## src/rtl/scc_map.svh

```systemverilog
// register offsets, field positions, reset values and notes on behaviour
// Notes on behaviour
// - horizontal override set: select bit chooses source
// - horizontal select: 0 dedicated, 1 green sync
// - vertical output inverted when invert bit 0
// - vertical override set: select bit chooses source
// - vertical select: 0 pin, 1 separator
// - clamp source 0: internal clamp from leading edge
// - clamp source 1: external pin clamps channels
// - clamp polarity 1 means pin active low
// - coast select: 0 pin, 1 active vertical sync
// - coast polarity: detected, or software bit overridden
// - asserted coast makes clock ignore horizontal sync
// - seek mode allowed only when bit is 1
// - power bit 0 means full power down
// - slicer code maps inversely in 10 mV steps
// - red clamp: 0 ground, 1 midscale
// - green clamp: 0 ground, 1 midscale
// - slicer threshold resets to 23
// - reset clamp pol 1, coast pol 1, seek 1
// - auto horizontal: lone detected source wins
// - auto vertical: pin if active, else separator
`ifndef SCC_MAP_SVH
`define SCC_MAP_SVH
`define SCC_OFS_SYNC     8'h0e
`define SCC_OFS_CCP      8'h0f
`define SCC_OFS_SLICE    8'h10
`define SCC_RST_SYNC     8'h40
`define SCC_RST_CCP      8'h4e
`define SCC_RST_SLICE    8'hb8
`define SCC_CCP_MASK     8'hfe
`define SCC_B_HPOL_OVR   7
`define SCC_B_HPOL       6
`define SCC_B_HSRC_OVR   4
`define SCC_B_HSRC_SEL   3
`define SCC_B_VINV       2
`define SCC_B_VSRC_OVR   1
`define SCC_B_VSRC_SEL   0
`define SCC_B_CLMP_SRC   7
`define SCC_B_CLMP_POL   6
`define SCC_B_COAST_SEL  5
`define SCC_B_CPOL_OVR   4
`define SCC_B_CPOL       3
`define SCC_B_SEEK       2
`define SCC_B_PWR        1
`define SCC_F_SLICE_HI   7
`define SCC_F_SLICE_LO   3
`define SCC_B_RCLMP      2
`define SCC_B_GCLMP      1
`define SCC_BITS_BYTE    4'h8
`endif

```

## src/rtl/scc_pkg.sv

```systemverilog
// types shared by the sync, clamp and coast control block
package scc_pkg;
  // serial port states, gray coded along the usual path
  typedef enum logic [3:0] {
    scc_idle = 4'h0,
    scc_addr = 4'h1,
    scc_aack = 4'h3,
    scc_ptr  = 4'h2,
    scc_pack = 4'h6,
    scc_wdat = 4'h7,
    scc_wack = 4'h5,
    scc_rdat = 4'h4,
    scc_rack = 4'hc
  } scc_state_t;
endpackage

```

## src/rtl/scc_control.sv

```systemverilog
// sync source, clamp, coast and power control fields behind the 2-wire port
`include "scc_map.svh"
module scc_control import scc_pkg::*; #(
  parameter logic [6:0] DEV_ADDR = 7'h4c  // arbitrary default
) (
  input  wire logic       ref_clk,
  input  wire logic       resetn,
  input  wire logic       scl_in,
  input  wire logic       sda_in,
  output logic            sda_out,
  output logic            sda_oe_n,
  input  wire logic       hsync_in,
  input  wire logic       green_embedded_sync_input,
  input  wire logic       vsync_in,
  input  wire logic       sep_vsync,
  input  wire logic       hsync_detect,
  input  wire logic       sog_detect,
  input  wire logic       vsync_detect,
  input  wire logic       hsync_pol_detected,
  input  wire logic       coast_pol_detected,
  input  wire logic       clamp_pin,
  input  wire logic       coast_pin,
  input  wire logic       no_sync_activity,
  input  wire logic [7:0] clamp_placement,
  input  wire logic [7:0] clamp_duration,
  output logic            active_horiz_source,
  output logic            active_vert_source,
  output logic            pll_hsync,
  output logic            vsync_out,
  output logic            clamp_active,
  output logic            pll_coast,
  output logic            seek_mode_en,
  output logic            full_power_control,
  output logic [4:0]      slicer_code,
  output logic            red_clamp_mid,
  output logic            green_clamp_mid
);

  // read decode, shared by first and following read bytes
  function automatic logic [7:0] rd_reg(input logic [7:0] a,
                                        input logic [7:0] r0e,
                                        input logic [7:0] r0f,
                                        input logic [7:0] r10);
    logic [7:0] v;
    v = 8'h00;
    if (a == `SCC_OFS_SYNC) begin
      v = r0e;
    end else if (a == `SCC_OFS_CCP) begin
      v = r0f;
    end else if (a == `SCC_OFS_SLICE) begin
      v = r10;
    end
    return v;
  endfunction

  scc_state_t st;
  scc_state_t next_st;
  logic [3:0] bit_cnt;
  logic [3:0] next_bit_cnt;
  logic [7:0] shreg;
  logic [7:0] next_shreg;
  logic [7:0] ptr;
  logic [7:0] next_ptr;
  logic       nack;
  logic       next_nack;
  logic       scl_q;
  logic       sda_q;
  logic       next_sda_oe_n;
  logic [7:0] sync_source_control;
  logic [7:0] clamp_coast_power_control;
  logic [7:0] slicer_clamp_reference;
  logic [7:0] next_r0e;
  logic [7:0] next_r0f;
  logic [7:0] next_r10;
  logic       scl_rise;
  logic       scl_fall;
  logic       start_c;
  logic       stop_c;
  logic [7:0] rx_byte;

  // port inputs count as synchronous, so edges come from one stored copy
  assign scl_rise = scl_in & ~scl_q;
  assign scl_fall = ~scl_in & scl_q;
  assign start_c  = scl_in & scl_q & sda_q & ~sda_in;
  assign stop_c   = scl_in & scl_q & ~sda_q & sda_in;
  assign rx_byte  = shreg;

  // serial port sequencing and register writes
  always_comb begin
    next_st      = st;
    next_bit_cnt = bit_cnt;
    next_shreg   = shreg;
    next_ptr     = ptr;
    next_nack    = nack;
    next_sda_oe_n = sda_oe_n;
    next_r0e     = sync_source_control;
    next_r0f     = clamp_coast_power_control;
    next_r10     = slicer_clamp_reference;
    if (stop_c) begin
      next_st       = scc_idle;
      next_sda_oe_n = 1'b1;
    end else if (start_c) begin
      // a repeated start may cut any transfer short
      next_st       = scc_addr;
      next_bit_cnt  = 4'h0;
      next_sda_oe_n = 1'b1;
    end else begin
      unique case (st)
        scc_idle: begin
          next_sda_oe_n = 1'b1;
        end
        scc_addr, scc_ptr, scc_wdat: begin
          if (scl_rise) begin
            next_shreg   = {shreg[6:0], sda_in};
            next_bit_cnt = bit_cnt + 4'h1;
          end else if (scl_fall && bit_cnt == `SCC_BITS_BYTE) begin
            next_bit_cnt = 4'h0;
            if (st == scc_addr) begin
              if (rx_byte[7:1] == DEV_ADDR) begin
                next_st       = scc_aack;
                next_sda_oe_n = 1'b0;
              end else begin
                next_st = scc_idle;
              end
            end else if (st == scc_ptr) begin
              next_ptr      = rx_byte;
              next_st       = scc_pack;
              next_sda_oe_n = 1'b0;
            end else begin
              // written value stands until rewritten
              if (ptr == `SCC_OFS_SYNC) begin
                next_r0e = rx_byte;
              end else if (ptr == `SCC_OFS_CCP) begin
                next_r0f = rx_byte & `SCC_CCP_MASK;
              end else if (ptr == `SCC_OFS_SLICE) begin
                next_r10 = rx_byte;
              end
              next_ptr      = ptr + 8'h01;
              next_st       = scc_wack;
              next_sda_oe_n = 1'b0;
            end
          end
        end
        scc_aack: begin
          if (scl_fall) begin
            if (shreg[0]) begin
              // read: first data bit goes out now
              next_shreg    = rd_reg(ptr, sync_source_control,
                                     clamp_coast_power_control, slicer_clamp_reference);
              next_sda_oe_n = next_shreg[7];
              next_st       = scc_rdat;
            end else begin
              next_sda_oe_n = 1'b1;
              next_st       = scc_ptr;
            end
          end
        end
        scc_pack, scc_wack: begin
          if (scl_fall) begin
            next_sda_oe_n = 1'b1;
            next_st       = scc_wdat;
          end
        end
        scc_rdat: begin
          if (scl_rise) begin
            next_bit_cnt = bit_cnt + 4'h1;
          end else if (scl_fall) begin
            if (bit_cnt == `SCC_BITS_BYTE) begin
              next_bit_cnt  = 4'h0;
              next_sda_oe_n = 1'b1;
              next_ptr      = ptr + 8'h01;
              next_st       = scc_rack;
            end else begin
              next_shreg    = {shreg[6:0], 1'b0};
              next_sda_oe_n = shreg[6];
            end
          end
        end
        scc_rack: begin
          if (scl_rise) begin
            next_nack = sda_in;
          end else if (scl_fall) begin
            if (nack) begin
              // master is done; wait for stop or start
              next_st = scc_idle;
            end else begin
              next_shreg    = rd_reg(ptr, sync_source_control,
                                     clamp_coast_power_control, slicer_clamp_reference);
              next_sda_oe_n = next_shreg[7];
              next_st       = scc_rdat;
            end
          end
        end
        default: begin
          next_st = scc_idle;
        end
      endcase
    end
  end

  // serial port and register storage
  always_ff @(posedge ref_clk) begin
    if (!resetn) begin
      st                        <= scc_idle;
      bit_cnt                   <= 4'h0;
      shreg                     <= 8'h00;
      ptr                       <= 8'h00;
      nack                      <= 1'b0;
      scl_q                     <= 1'b1;
      sda_q                     <= 1'b1;
      sda_out                   <= 1'b0;
      sda_oe_n                  <= 1'b1;
      sync_source_control       <= `SCC_RST_SYNC;
      clamp_coast_power_control <= `SCC_RST_CCP;
      slicer_clamp_reference    <= `SCC_RST_SLICE;
    end else begin
      st                        <= next_st;
      bit_cnt                   <= next_bit_cnt;
      shreg                     <= next_shreg;
      ptr                       <= next_ptr;
      nack                      <= next_nack;
      scl_q                     <= scl_in;
      sda_q                     <= sda_in;
      sda_out                   <= 1'b0;
      sda_oe_n                  <= next_sda_oe_n;
      sync_source_control       <= next_r0e;
      clamp_coast_power_control <= next_r0f;
      slicer_clamp_reference    <= next_r10;
    end
  end

  // sync selection, clamp and coast datapath
  logic       ahs_c;
  logic       avs_c;
  logic       hs_sel_c;
  logic       vs_sel_c;
  logic       hs_pol_c;
  logic       hs_lead_c;
  logic       cpol_c;
  logic       coast_src_c;
  logic       hs_q;
  logic [8:0] clk_cnt;
  logic [8:0] next_clk_cnt;
  logic [8:0] win_end_c;
  logic       next_clamp;

  always_comb begin
    if (sync_source_control[`SCC_B_HSRC_OVR]) begin
      ahs_c = sync_source_control[`SCC_B_HSRC_SEL];
    end else if (sog_detect && !hsync_detect) begin
      ahs_c = 1'b1;
    end else if (hsync_detect && !sog_detect) begin
      ahs_c = 1'b0;
    end else begin
      ahs_c = sync_source_control[`SCC_B_HSRC_SEL];
    end
    if (sync_source_control[`SCC_B_VSRC_OVR]) begin
      avs_c = sync_source_control[`SCC_B_VSRC_SEL];
    end else begin
      avs_c = ~vsync_detect;
    end
    hs_sel_c = ahs_c ? green_embedded_sync_input : hsync_in;
    vs_sel_c = avs_c ? sep_vsync : vsync_in;
    hs_pol_c = sync_source_control[`SCC_B_HPOL_OVR] ?
               sync_source_control[`SCC_B_HPOL] : hsync_pol_detected;
    hs_lead_c = (hs_sel_c == hs_pol_c) && (hs_q != hs_pol_c);
    cpol_c = clamp_coast_power_control[`SCC_B_CPOL_OVR] ?
             clamp_coast_power_control[`SCC_B_CPOL] : coast_pol_detected;
    coast_src_c = clamp_coast_power_control[`SCC_B_COAST_SEL] ?
                  vs_sel_c : coast_pin;
    // counter saturates so a lost edge cannot re-trigger the window
    if (hs_lead_c) begin
      next_clk_cnt = 9'h000;
    end else if (clk_cnt != 9'h1ff) begin
      next_clk_cnt = clk_cnt + 9'h001;
    end else begin
      next_clk_cnt = clk_cnt;
    end
    win_end_c = {1'b0, clamp_placement} + {1'b0, clamp_duration};
    if (clamp_coast_power_control[`SCC_B_CLMP_SRC]) begin
      next_clamp = clamp_coast_power_control[`SCC_B_CLMP_POL] ?
                   ~clamp_pin : clamp_pin;
    end else begin
      next_clamp = (clk_cnt >= {1'b0, clamp_placement}) &&
                   (clk_cnt < win_end_c);
    end
  end

  // all outputs registered; field changes show one cycle after the write
  always_ff @(posedge ref_clk) begin
    if (!resetn) begin
      hs_q                <= 1'b0;
      clk_cnt             <= 9'h1ff;
      active_horiz_source <= 1'b0;
      active_vert_source  <= 1'b0;
      pll_hsync           <= 1'b0;
      vsync_out           <= 1'b0;
      clamp_active        <= 1'b0;
      pll_coast           <= 1'b0;
      seek_mode_en        <= 1'b0;
      full_power_control  <= 1'b1;
      slicer_code         <= 5'h17;
      red_clamp_mid       <= 1'b0;
      green_clamp_mid     <= 1'b0;
    end else begin
      hs_q                <= hs_sel_c;
      clk_cnt             <= next_clk_cnt;
      active_horiz_source <= ahs_c;
      active_vert_source  <= avs_c;
      pll_hsync           <= hs_sel_c;
      vsync_out           <= vs_sel_c ^ ~sync_source_control[`SCC_B_VINV];
      clamp_active        <= next_clamp;
      pll_coast           <= (coast_src_c == cpol_c);
      seek_mode_en        <= clamp_coast_power_control[`SCC_B_SEEK] &
                             no_sync_activity;
      full_power_control  <= clamp_coast_power_control[`SCC_B_PWR];
      slicer_code         <= slicer_clamp_reference[`SCC_F_SLICE_HI:`SCC_F_SLICE_LO];
      red_clamp_mid       <= slicer_clamp_reference[`SCC_B_RCLMP];
      green_clamp_mid     <= slicer_clamp_reference[`SCC_B_GCLMP];
    end
  end

endmodule

```

## config.mk

```make
export PLATFORM = sky130hd
export DESIGN_NAME = scc_control
export DESIGN_NICKNAME = d
export VERILOG_FILES = /design/src/rtl/scc_pkg.sv /design/src/rtl/scc_control.sv
export VERILOG_INCLUDE_DIRS = /design/src /design/src/rtl
export SDC_FILE = /design/constraint.sdc
export NUM_CORES = 1
export LEC_CHECK = 0
export ABC_AREA = 1
export BUFFER_PORTS_ARGS = -buffer_cell sky130_fd_sc_hd__buf_2
export CORE_MARGIN = 4
export CORE_UTILIZATION = 36
export DETAILED_ROUTE_END_ITERATION = 7
export MAX_ROUTING_LAYER = met4
export PLACE_DENSITY_LB_ADDON = 0.3
export RECOVER_POWER = 50
export SETUP_SLACK_MARGIN = 0.05
export SKIP_LAST_GASP = 1
export SYNTH_ARGS = -nofsm -noshare
export SYNTH_HDL_FRONTEND = slang
export SYNTH_SLANG_ARGS = --single-unit
```

## constraint.sdc

```tcl
create_clock -name ref_clk -period 3.5 [get_ports ref_clk]
set_input_delay 0.35 -clock ref_clk [delete_from_list [all_inputs] [get_ports ref_clk]]
set_output_delay 0.35 -clock ref_clk [all_outputs]
set_load 0.05 [all_outputs]
```

==> results of run 1 <==
==> cell usage after synthesis (2+ instances only) <==
cell type | count | area [um^2]
inv_2 | 7 | 26.3
nand3b_1 | 4 | 30.0
nand2_1 | 173 | 649
clkbuf_1 | 9 | 33.8
o21ai_0 | 39 | 195
nand2_4 | 2 | 22.5
o21a_1 | 2 | 15.0
buf_2 | 5 | 25.0
inv_1 | 69 | 259
o211ai_2 | 4 | 50.1
xnor2_1 | 6 | 52.6
nor2_1 | 95 | 357
nor3_1 | 8 | 40.0
dfxtp_1 | 75 | 1500
nand4_1 | 11 | 68.8
or2_0 | 3 | 18.8
xor2_1 | 10 | 87.6
ha_1 | 34 | 425
nand2_2 | 3 | 18.8
a21oi_1 | 45 | 225
nor2_4 | 3 | 33.8
nand3_1 | 57 | 285
o21ai_1 | 12 | 60.1
o211ai_1 | 6 | 45.0
clkinv_1 | 2 | 7.51
nor2_2 | 4 | 25.0
buf_6 | 2 | 22.5
or2_2 | 6 | 37.5
==> flip-flops by register name (all words and copies together), names as in the netlist, 4 cells and up <==
signal	flops
sync_source_control	8
clamp_coast_power_control	7
slicer_clamp_reference	8
clk_cnt	9
slicer_code	5
bit_cnt	4
rx_byte	8
st	4
ptr	8
==> logic make-up (layout without fill, tap and decap cells) <==
logic type      count (synthesis)  in the layout  synth area share, %
other cells                     1              1               0.0793
fa+ha+maj                      35             35                 9.42
simple gates                  374            374                 34.4
flops                          75             75                 31.8
xor+xnor                       16             16                 2.96
compound gates                112            112                 13.1
mux                             1              1                0.238
buf+inv                        95            144                 8.07
==> through the flow <==
step           total power [W]  setup WS, ns  cell area [um^2]  instances
2_1_floorplan          0.00218         0.975              4730        709
6_report               0.00345         0.938              5410        930
5_1_grt                0.00373         0.602              5410        930
3_5_place_dp           0.00247         0.595              5110        914
4_1_cts                0.00348         0.948              5430        930
3_3_place_gp           0.00247         0.661              5110        914
==> report_power, final <==
group	total, W	leakage, nW	switching [W]	internal (W)
combinational	0.00130	1.83	0.000829	0.000475
sequential	0.00115	0.613	0.000162	0.000986
clock	0.000996	0.153	0.000370	0.000625
==> cell type report <==
type	instances	share of cell area, %
flip-flops and latches	75	27.8
multi-input cells	539	52.6
repair buffers	50	4.33
well taps	172	3.98
inverters	78	5.42
clock inverters	6	1.67
clock buffers	10	4.24
==> final timing paths <==
path	start	end	slack, ns	cells past startpoint
setup / recovery	clamp_placement[0]	clamp_active	0.94	17
hold / removal	no_sync_activity	seek_mode_en	0.23	3
setup reg to reg	ptr[0]	clamp_coast_power_control[7]	1.27	11
hold reg to reg	slicer_clamp_reference[1]	green_clamp_mid	0.46	2
==> worst max-delay path, stage by stage <==
cell and delay [ns]:
buf_2 0.09, ha_1 0.16, inv_1 0.05, fa_1 0.39, o21ai_0 0.38, nand2_1 0.09, a21oi_1 0.14, nor2_1 0.06
xor2_1 0.14, ha_1 0.29, nand2_1 0.05, nor2_1 0.12, nand4_1 0.09, a21oi_1 0.13, nor2_1 0.06, nand3_1 0.07
a21oi_1 0.06
==> metal layers <==
metal / GRT usage, % / wire length, um / part of all wire (%)
met1: 21.8 / 5770 / 49
met2: 26.2 / 5420 / 46
met3: 3.04 / 467 / 3.9
met4: 6.09 / 231 / 1.9
met5: - / 0 / 0
==> reports/metrics.yaml, run 1 <==
synth:
  syn_inst: 709
  synth-edff-count: 0
  synth_ff_type: "dfxtp_1"
  synth.avg_cell_area_um2: 6.67
  async_reset_ff_share_pct: 0
  ys_seq_area_share_pct: 31.8
  netlist_area_um2: 4730
  ys_seq_elements: 75
  synth_nets: 776
  ys_warn_count: 0
  synth_cell_types: 41
routing:
  drt_iter0_markers: 310
  postRouteWirelength_um: 11900
  drc: 0
  via_per_inst: 4.90
  ant_nets: 0
  dr.pass1.iters: 4
  post_drt_wl_per_cell_um: 12.8
  vias: 4553
sta:
  skew_ns: 0.00471
  rsz0062_at_grt: "no"
  final.setup.tns_ns: 0
  fmax_mhz: 390
  slew_headroom_pct: -59.8
  hold_viol_final: 0
  hold_ws_ns: 0.226
  period_minus_slack_ns: 2.56
  setup_viol_count_final: 0
  drv_slew: 55
  worstMarginPinSlew_ns: 2.40
  finalCritPeriodShare_pct: 73.2
cts:
  cts.sinks: 75
  cts.path.max_buffers: 2
  cts_hold_buf: 0
  cts_tree: "yes"
  numCtsBuffers: 9
  postCtsSetupBuffers: 0
  root_buffer: "clkbuf_16"
  clk_pin_slew_ns: 0.06
  cts_resized: 0
  h-tree-depth: 3
  insertion_delay_ns: 0.34
run_status:
  status: "complete, but fails checks"
  violations: "capacitance limit, slew limit"
flow_run:
  drv_cap: 1
die:
  coreArea_um2: 12700
  initial_core_util_pct: 37.2
  rows: 41
  fp.dieH_um: 123
  die_w_um: 123
  io_pins: 49
  die_area_um2: 15000
power_and_ir_drop:
  vdd_drop_max_mv: 0.338
  leakagePower_nw: 2.60
  powerDensity_nw_per_um2: 638
worst_hold_path:
  hp-class: "in2reg"
global_route:
  grt.total_usage_pct: 16.8
  grt_pass1_wl_um: 19900
  grt_overflow: 0
  grt_max_degree: 55
  grt_pass1_vias: 4158
  antenna_found_initial: 0
setup_path:
  cp.required_ns: 3.69
  path_class: "in2reg"
  arrival_ns: 2.75
  cp-end-kind: "register"
  startpoint_type: "input pin"
  cp_max_fo: 3
cells_and_area:
  drive_above_1_share_pct: 10.4
  fillers: 1382
  final_cell_mix: "173 x nand2_1, 96 x nor2_1, 75 x dfxtp_1, 69 x inv_1, 57 x nand3_1"
  syn_to_final_growth_pct: 14.3
  seqCellArea_um2: 1500
  fin_util_pct: 42.5
  fin_nets: 820
  final_common_cell: "nand2_1"
  multi_input_area_um2: 2840
  antenna_cells: 0
placement:
  globalplace.congestion: 0.940
  hpwlAfterDp_um: 8950
  port_buffers: 47
Note: power is estimated with default switching activity, not from simulation.
==> run 2, diff against run 1 <==
==> constraint.sdc (replaced) <==
create_clock -name ref_clk -period 2.4 [get_ports ref_clk]
set_input_delay 0.24 -clock ref_clk [delete_from_list [all_inputs] [get_ports ref_clk]]
set_output_delay 0.24 -clock ref_clk [all_outputs]
set_load 0.05 [all_outputs]
==> run 2 against run 1 <==
  * The flow now finishes without violations
  * First-iteration DRC count down 15%
  * Non-clock buffer count grew 7
  * Register-to-register slack worse by 0.94 ns
  * Via count rose by 0.44%
  * Sequential share of layout area shrank 0.39 points
  * Worst setup slack got worse by 0.67 ns
  * Clock power up 37%
  * Sequential cell count unchanged
  * Design area increased by 1.4%
  * Sequential power rose by 45%
==> reports/metrics.yaml, run 2 (same netlist as run 1, synthesis figures left out) <==
run_status:
  status: "finished, final reports clean"  # was complete, but fails checks
cts:
  clk_pin_slew_ns: 0.06  # about the same
  insertion_delay_ns: 0.33  # was 0.34 ns
  root_buffer: "clkbuf_16"  # unchanged
  numCtsBuffers: 9  # unchanged
  cts_hold_buf: 0  # unchanged
  cts.path.max_buffers: 2  # unchanged
  cts.sinks: 75  # unchanged
  cts_tree: "yes"  # unchanged
  h-tree-depth: 3  # unchanged
cells_and_area:
  final_common_cell: "nand2_1"  # unchanged
  largest_register: "clk_cnt"  # unchanged
  final_cell_mix: "172 x nand2_1, 95 x nor2_1, 75 x dfxtp_1, 68 x inv_1, 57 x nand3_1"  # was 173 x nand2_1, 96 x nor2_1, 75 x dfxtp_1, 69 x inv_1, 57 x nand3_1
  fillers: 1390  # was 1382
  fin_util_pct: 43.1  # was 42.5%
  fin_nets: 827  # was 820
  drive_above_1_share_pct: 12.5  # was 10.4%
  postLayoutCellArea_um2: 5480  # was 5410 um^2
  largest_reg_flops: 9  # unchanged
  syn_to_final_growth_pct: 16.0  # was 14.3%
  antenna_cells: 0  # unchanged
setup_path:
  ff2ff_setup_slack_ns: 0.33  # was 1.27 ns
  arrival_ns: 2.32  # was 2.75 ns
  cp.required_ns: 2.59  # was 3.69 ns
  cpLargestDelayFamily: "adder cells"  # unchanged
  path_class: "in2reg"  # unchanged
  critPathMaxStageDelay_ns: 0.37  # was 0.39 ns
  cp-end-kind: "register"  # unchanged
  r2r.worst_path.cells: 10  # was 11
  cp_max_fo: 2  # was 3
  crit_chain: "buf_4, ha_4, inv_2, fa_2, o21ai_2, nand2_1, a21oi_2, nor2_1, xor2_1, ha_1, nand2_2, nor2_4, nand4_1, a21oi_2, nor2_1, nand3_1, a21oi_1"  # was buf_2, ha_1, inv_1, fa_1, o21ai_0, nand2_1, a21oi_1, nor2_1, xor2_1, ha_1, nand2_1, nor2_1, nand4_1, a21oi_1, nor2_1, nand3_1, a21oi_1
  crit_slowest_cell: "fa_2"  # was fa_1
  startpoint_type: "input pin"  # unchanged
  reg2reg_to: "clamp_coast_power_control[7]"  # unchanged
  rr_startpoint: "bit_cnt[0]"  # was ptr[0]
  crit_buf_inv: 2  # unchanged
routing:
  vias: 4573  # was 4553
  ant_nets: 0  # unchanged
  drt_iter0_markers: 262  # was 310
  post_drt_wl_per_cell_um: 12.6  # was 12.8 um
  drc: 0  # unchanged
  via_per_inst: 4.88  # was 4.90
  dr.pass1.iters: 5  # was 4
  postRouteWirelength_um: 11800  # was 11900 um
sta:
  rsz0062_at_grt: "no"  # unchanged
  hold_ws_ns: 0.125  # was 0.226 ns
  drv_slew: 0  # was 55
  period_minus_slack_ns: 2.13
  finalCritPeriodShare_pct: 88.8
  setup_viol_count_final: 0  # unchanged
  worstMarginPinSlew_ns: 1.09  # was 2.40 ns
  fmax_mhz: 469
  slew_headroom_pct: 27.3  # was -59.8%
  final.setup.tns_ns: 0  # unchanged
  skew_ns: 0.00502  # was 0.00471 ns
  hold_viol_final: 0  # unchanged
worst_hold_path:
  hp-class: "in2reg"  # unchanged
  hold_path_end: "seek_mode_en"  # unchanged
  hp-start: "no_sync_activity"  # unchanged
  min_path_cells: 3  # unchanged
die:
  die_w_um: 123  # unchanged
  io_pins: 49  # unchanged
  rows: 41  # unchanged
  die_area_um2: 15000  # unchanged
  initial_core_util_pct: 37.2  # unchanged
  fp.dieH_um: 123  # unchanged
  coreArea_um2: 12700  # unchanged
global_route:
  grt_pass1_wl_um: 19900  # about the same
  grt_max_degree: 55  # unchanged
  grt_overflow: 0  # unchanged
  grt_pass1_vias: 4190  # was 4158
  antenna_found_initial: 0  # unchanged
  grt.total_usage_pct: 16.8  # about the same
placement:
  globalplace.congestion: 0.944  # was 0.940
  placed_area_um2: 5160  # was 5110 um^2
  port_buffers: 47  # unchanged
  hpwlAfterDp_um: 9010  # was 8950 um
flow_run:
  drv_cap: 0  # was 1
power_and_ir_drop:
  leakagePower_nw: 2.63  # was 2.60 nW
  powerDensity_nw_per_um2: 908  # was 638 nW/um^2
  vdd_drop_max_mv: 0.493  # was 0.338 mV
-- run 2: through the flow --
stage / power [W] / setup WS, ns / cells
after floorplan: 0.00318 / 0.0733 / 709
after global placement: 0.00361 / -0.122 / 920
after detailed placement: 0.00361 / -0.174 / 920
after CTS: 0.00500 / 0.174 / 936
after global routing: 0.00543 / 0.0518 / 937
final: 0.00498 / 0.268 / 937
-- run 2: what timing repair did --
| item | in CTS | in global routing |
|---|---|---|
| setup endpoints to repair | 0 | 1 |
| gates resized for setup | 0 | 11 |
| setup buffers | 0 | 1 |
-- run 2: how the worst max path moves through the flow --
| stage | from | end | cells past startpoint |
|---|---|---|---|
| 2_1_floorplan | clamp_placement[0] | clamp_active | 16 |
| 3_3_place_gp | clamp_placement[0] | clamp_active | 17 |
| 3_5_place_dp | clamp_placement[0] | clamp_active | 17 |
| 4_1_cts | clamp_placement[0] | clamp_active | 17 |
| 5_1_grt | clamp_placement[0] | clamp_active | 17 |
| 6_report | clamp_placement[0] | clamp_active | 17 |
-- run 2: per-layer routing --
layer,part of all wire (%),global-route usage (%)
met2,47,27.7
met4,1.0,3.57
met3,4.7,3.73
met1,47,21.3
met5,0,-
-- run 2: tightest hold or removal path, delay by kind of cell --
kind | cells | cell delay (ns)
buffers and inverters | 1 | 0.08
and+or+nand+nor | 2 | 0.11
-- run 2: where the power goes --
group	switching (W)	leakage [nW]	internal, W
clock network	0.000528	0.148	0.000833
registers	0.000237	0.613	0.00144
logic	0.00123	1.87	0.000715
-- run 2: final cells by class --
type / instances / area, um^2 / share of cell area [%]
multi-input cells: 539 / 2880 / 52.5
flip-flops and latches: 75 / 1500 / 27.4
inverters: 78 / 293 / 5.34
repair buffers: 57 / 290 / 5.29
clock buffers: 10 / 239 / 4.36
well taps: 172 / 215 / 3.93
clock inverters: 6 / 65.1 / 1.19
==> run 3, diff against run 2 <==
--- a/config.mk
+++ b/config.mk
@@ -13,7 +13,8 @@
 export DETAILED_ROUTE_END_ITERATION = 7
 export MAX_ROUTING_LAYER = met4
 export PLACE_DENSITY_LB_ADDON = 0.3
-export RECOVER_POWER = 50
+export RECOVER_POWER = 25
+export REMOVE_ABC_BUFFERS = 1
 export SETUP_SLACK_MARGIN = 0.05
 export SKIP_LAST_GASP = 1
 export SYNTH_ARGS = -nofsm -noshare
==> run 3 against run 2 <==
  * Sequential power hardly changed
  * Fmax up 1.5%
  * Worst setup slack better by 0.032 ns
  * Global-route usage shrank 0.34 points
==> reports/metrics.yaml, run 3 (same netlist as run 1, synthesis figures left out) <==
run_status:
  status: "finished, final reports clean"  # unchanged
cells_and_area:
  largest_register: "clk_cnt"  # unchanged
  antenna_cells: 0  # unchanged
  multi_input_area_um2: 2850  # was 2880 um^2
  fin_nets: 830  # was 827
  fillers: 1378  # was 1390
  largest_reg_flops: 9  # unchanged
  final_cell_mix: "173 x nand2_1, 95 x nor2_1, 75 x dfxtp_1, 69 x inv_1, 57 x nand3_1"  # was 172 x nand2_1, 95 x nor2_1, 75 x dfxtp_1, 68 x inv_1, 57 x nand3_1
  syn_to_final_growth_pct: 16.2  # was 16.0%
  seqCellArea_um2: 1500  # unchanged
  drive_above_1_share_pct: 12.9  # was 12.5%
  fin_util_pct: 43.2  # was 43.1%
  final_common_cell: "nand2_1"  # unchanged
sta:
  worstMarginPinSlew_ns: 1.09  # about the same
  skew_ns: 0.00814  # was 0.00502 ns
  setup_viol_count_final: 0  # unchanged
  drv_slew: 0  # unchanged
  hold_viol_final: 0  # unchanged
  layout_setup_ws_ns: 0.300  # was 0.268 ns
  rsz0062_at_grt: "no"  # unchanged
  finalCritPeriodShare_pct: 87.5  # was 88.8%
  final.setup.tns_ns: 0  # unchanged
  hold_ws_ns: 0.116  # was 0.125 ns
  slew_headroom_pct: 27.6  # was 27.3%
  period_minus_slack_ns: 2.10  # was 2.13 ns
  fmax_mhz: 476  # was 469 MHz
routing:
  via_per_inst: 4.86  # was 4.88
  ant_nets: 0  # unchanged
  drt-met1-wl_um: 5550  # was 5580 um
  drt_iter0_markers: 266  # was 262
  vias: 4563  # was 4573
  drc: 0  # unchanged
  wl_met2_um: 5260  # was 5540 um
  dr.pass1.iters: 5  # unchanged
  wl_met3_um: 554  # was 555 um
  post_drt_wl_per_cell_um: 12.2  # was 12.6 um
  postRouteWirelength_um: 11400  # was 11800 um
  routed.top_layer: "met4"  # unchanged
setup_path:
  arrival_ns: 2.32  # about the same
  r2r.worst_path.cells: 10  # unchanged
  ff2ff_setup_slack_ns: 0.36  # was 0.33 ns
  cp.required_ns: 2.62  # was 2.59 ns
  cp-end-kind: "register"  # unchanged
  rr_startpoint: "bit_cnt[0]"  # unchanged
  path_class: "in2reg"  # unchanged
  reg2reg_to: "clamp_coast_power_control[5]"  # was clamp_coast_power_control[7]
  startpoint_type: "input pin"  # unchanged
  cp_max_fo: 2  # unchanged
power_and_ir_drop:
  powerDensity_nw_per_um2: 915  # was 908 nW/um^2
  vdd_drop_max_mv: 0.473  # was 0.493 mV
  leakagePower_nw: 2.66  # was 2.63 nW
cts:
  cts.sinks: 75  # unchanged
  clk_pin_slew_ns: 0.06  # about the same
  h-tree-depth: 3  # unchanged
  cts.path.max_buffers: 2  # unchanged
  root_buffer: "clkbuf_16"  # unchanged
  numCtsBuffers: 9  # unchanged
  insertion_delay_ns: 0.34  # was 0.33 ns
  cts_tree: "yes"  # unchanged
  cts_hold_buf: 0  # unchanged
worst_hold_path:
  min_path_cells: 3  # unchanged
  hp-start: "no_sync_activity"  # unchanged
  hold_path_end: "seek_mode_en"  # unchanged
  hp-class: "in2reg"  # unchanged
global_route:
  grt_overflow: 0  # unchanged
  antenna_found_initial: 0  # unchanged
  grt.total_usage_pct: 16.5  # was 16.8%
  grt_pass1_vias: 4204  # was 4190
  grt_pass1_wl_um: 19400  # was 19900 um
  grt_max_degree: 55  # unchanged
die:
  die_area_um2: 15000  # unchanged
  io_pins: 49  # unchanged
  fp.dieH_um: 123  # unchanged
  initial_core_util_pct: 37.2  # unchanged
  rows: 41  # unchanged
  die_w_um: 123  # unchanged
  coreArea_um2: 12700  # unchanged
flow_run:
  drv_cap: 0  # unchanged
placement:
  dp_slack_ns: -0.190  # was -0.174 ns
  globalplace.congestion: 0.868  # was 0.944
  port_buffers: 47  # unchanged
  hpwlAfterDp_um: 8520  # was 9010 um
[run 3: metrics by stage]
step	total power, W	cells	area, um^2
6_report	0.00503	939	5500
3_5_place_dp	0.00360	924	5190
4_1_cts	0.00506	939	5510
3_3_place_gp	0.00359	924	5190
2_1_floorplan	0.00313	692	4640
5_1_grt	0.00548	939	5500
[run 3: layer usage]
metal  global-route usage, %  vias to the layer above
met3                    4.52                       10
met5                       -                        -
met4                    3.36                        0
met2                    26.4                       88
met1                    21.1                     2050
li1                        -                     2415
[run 3: area by class of cell]
type | count | area share, %
Sequential cell | 75 | 27.3
Clock inverter | 4 | 1.37
Tap cell | 172 | 3.92
Timing Repair Buffer | 60 | 5.76
Multi-Input combinational cell | 539 | 51.9
Inverter | 78 | 5.33
Clock buffer | 11 | 4.42
[run 3: worst max-delay path by stage]
stage / from / to / slack (ns) / depth (start not counted)
floorplan: clamp_placement[0] / clamp_active / -0.02 / 16
global placement: clamp_placement[0] / clamp_active / -0.13 / 17
detailed placement: clamp_placement[0] / clamp_active / -0.19 / 17
CTS: clamp_placement[0] / clamp_active / 0.15 / 17
global route: clk_cnt[1] / clk_cnt[0] / 0.06 / 10
finish: clamp_placement[0] / clamp_active / 0.30 / 17
[run 3: power breakdown]
group / total [W] / internal (W) / switching, W
combinational: 0.00190 / 0.000707 / 0.00120
clock: 0.00145 / 0.000933 / 0.000521
sequential: 0.00167 / 0.00144 / 0.000236
[run 3: worst max-delay path, cell delays in order]
cell and delay, ns:
buf_2 0.09, ha_1 0.15, inv_1 0.06, fa_2 0.35, o21ai_2 0.13, nand2_1 0.06
a21oi_1 0.13, nor2_1 0.07, xor2_1 0.14, ha_1 0.29, nand2_1 0.05, nor2_1 0.12
nand4_1 0.10, a21oi_1 0.13, nor2_1 0.06, nand3_1 0.07, a21oi_1 0.06
[run 3: repair_timing]
| item | CTS | global route |
|---|---|---|
| setup buffers | 0 | 0 |
| resized for setup | 0 | 3 |
| setup endpoints to repair | 0 | 1 |
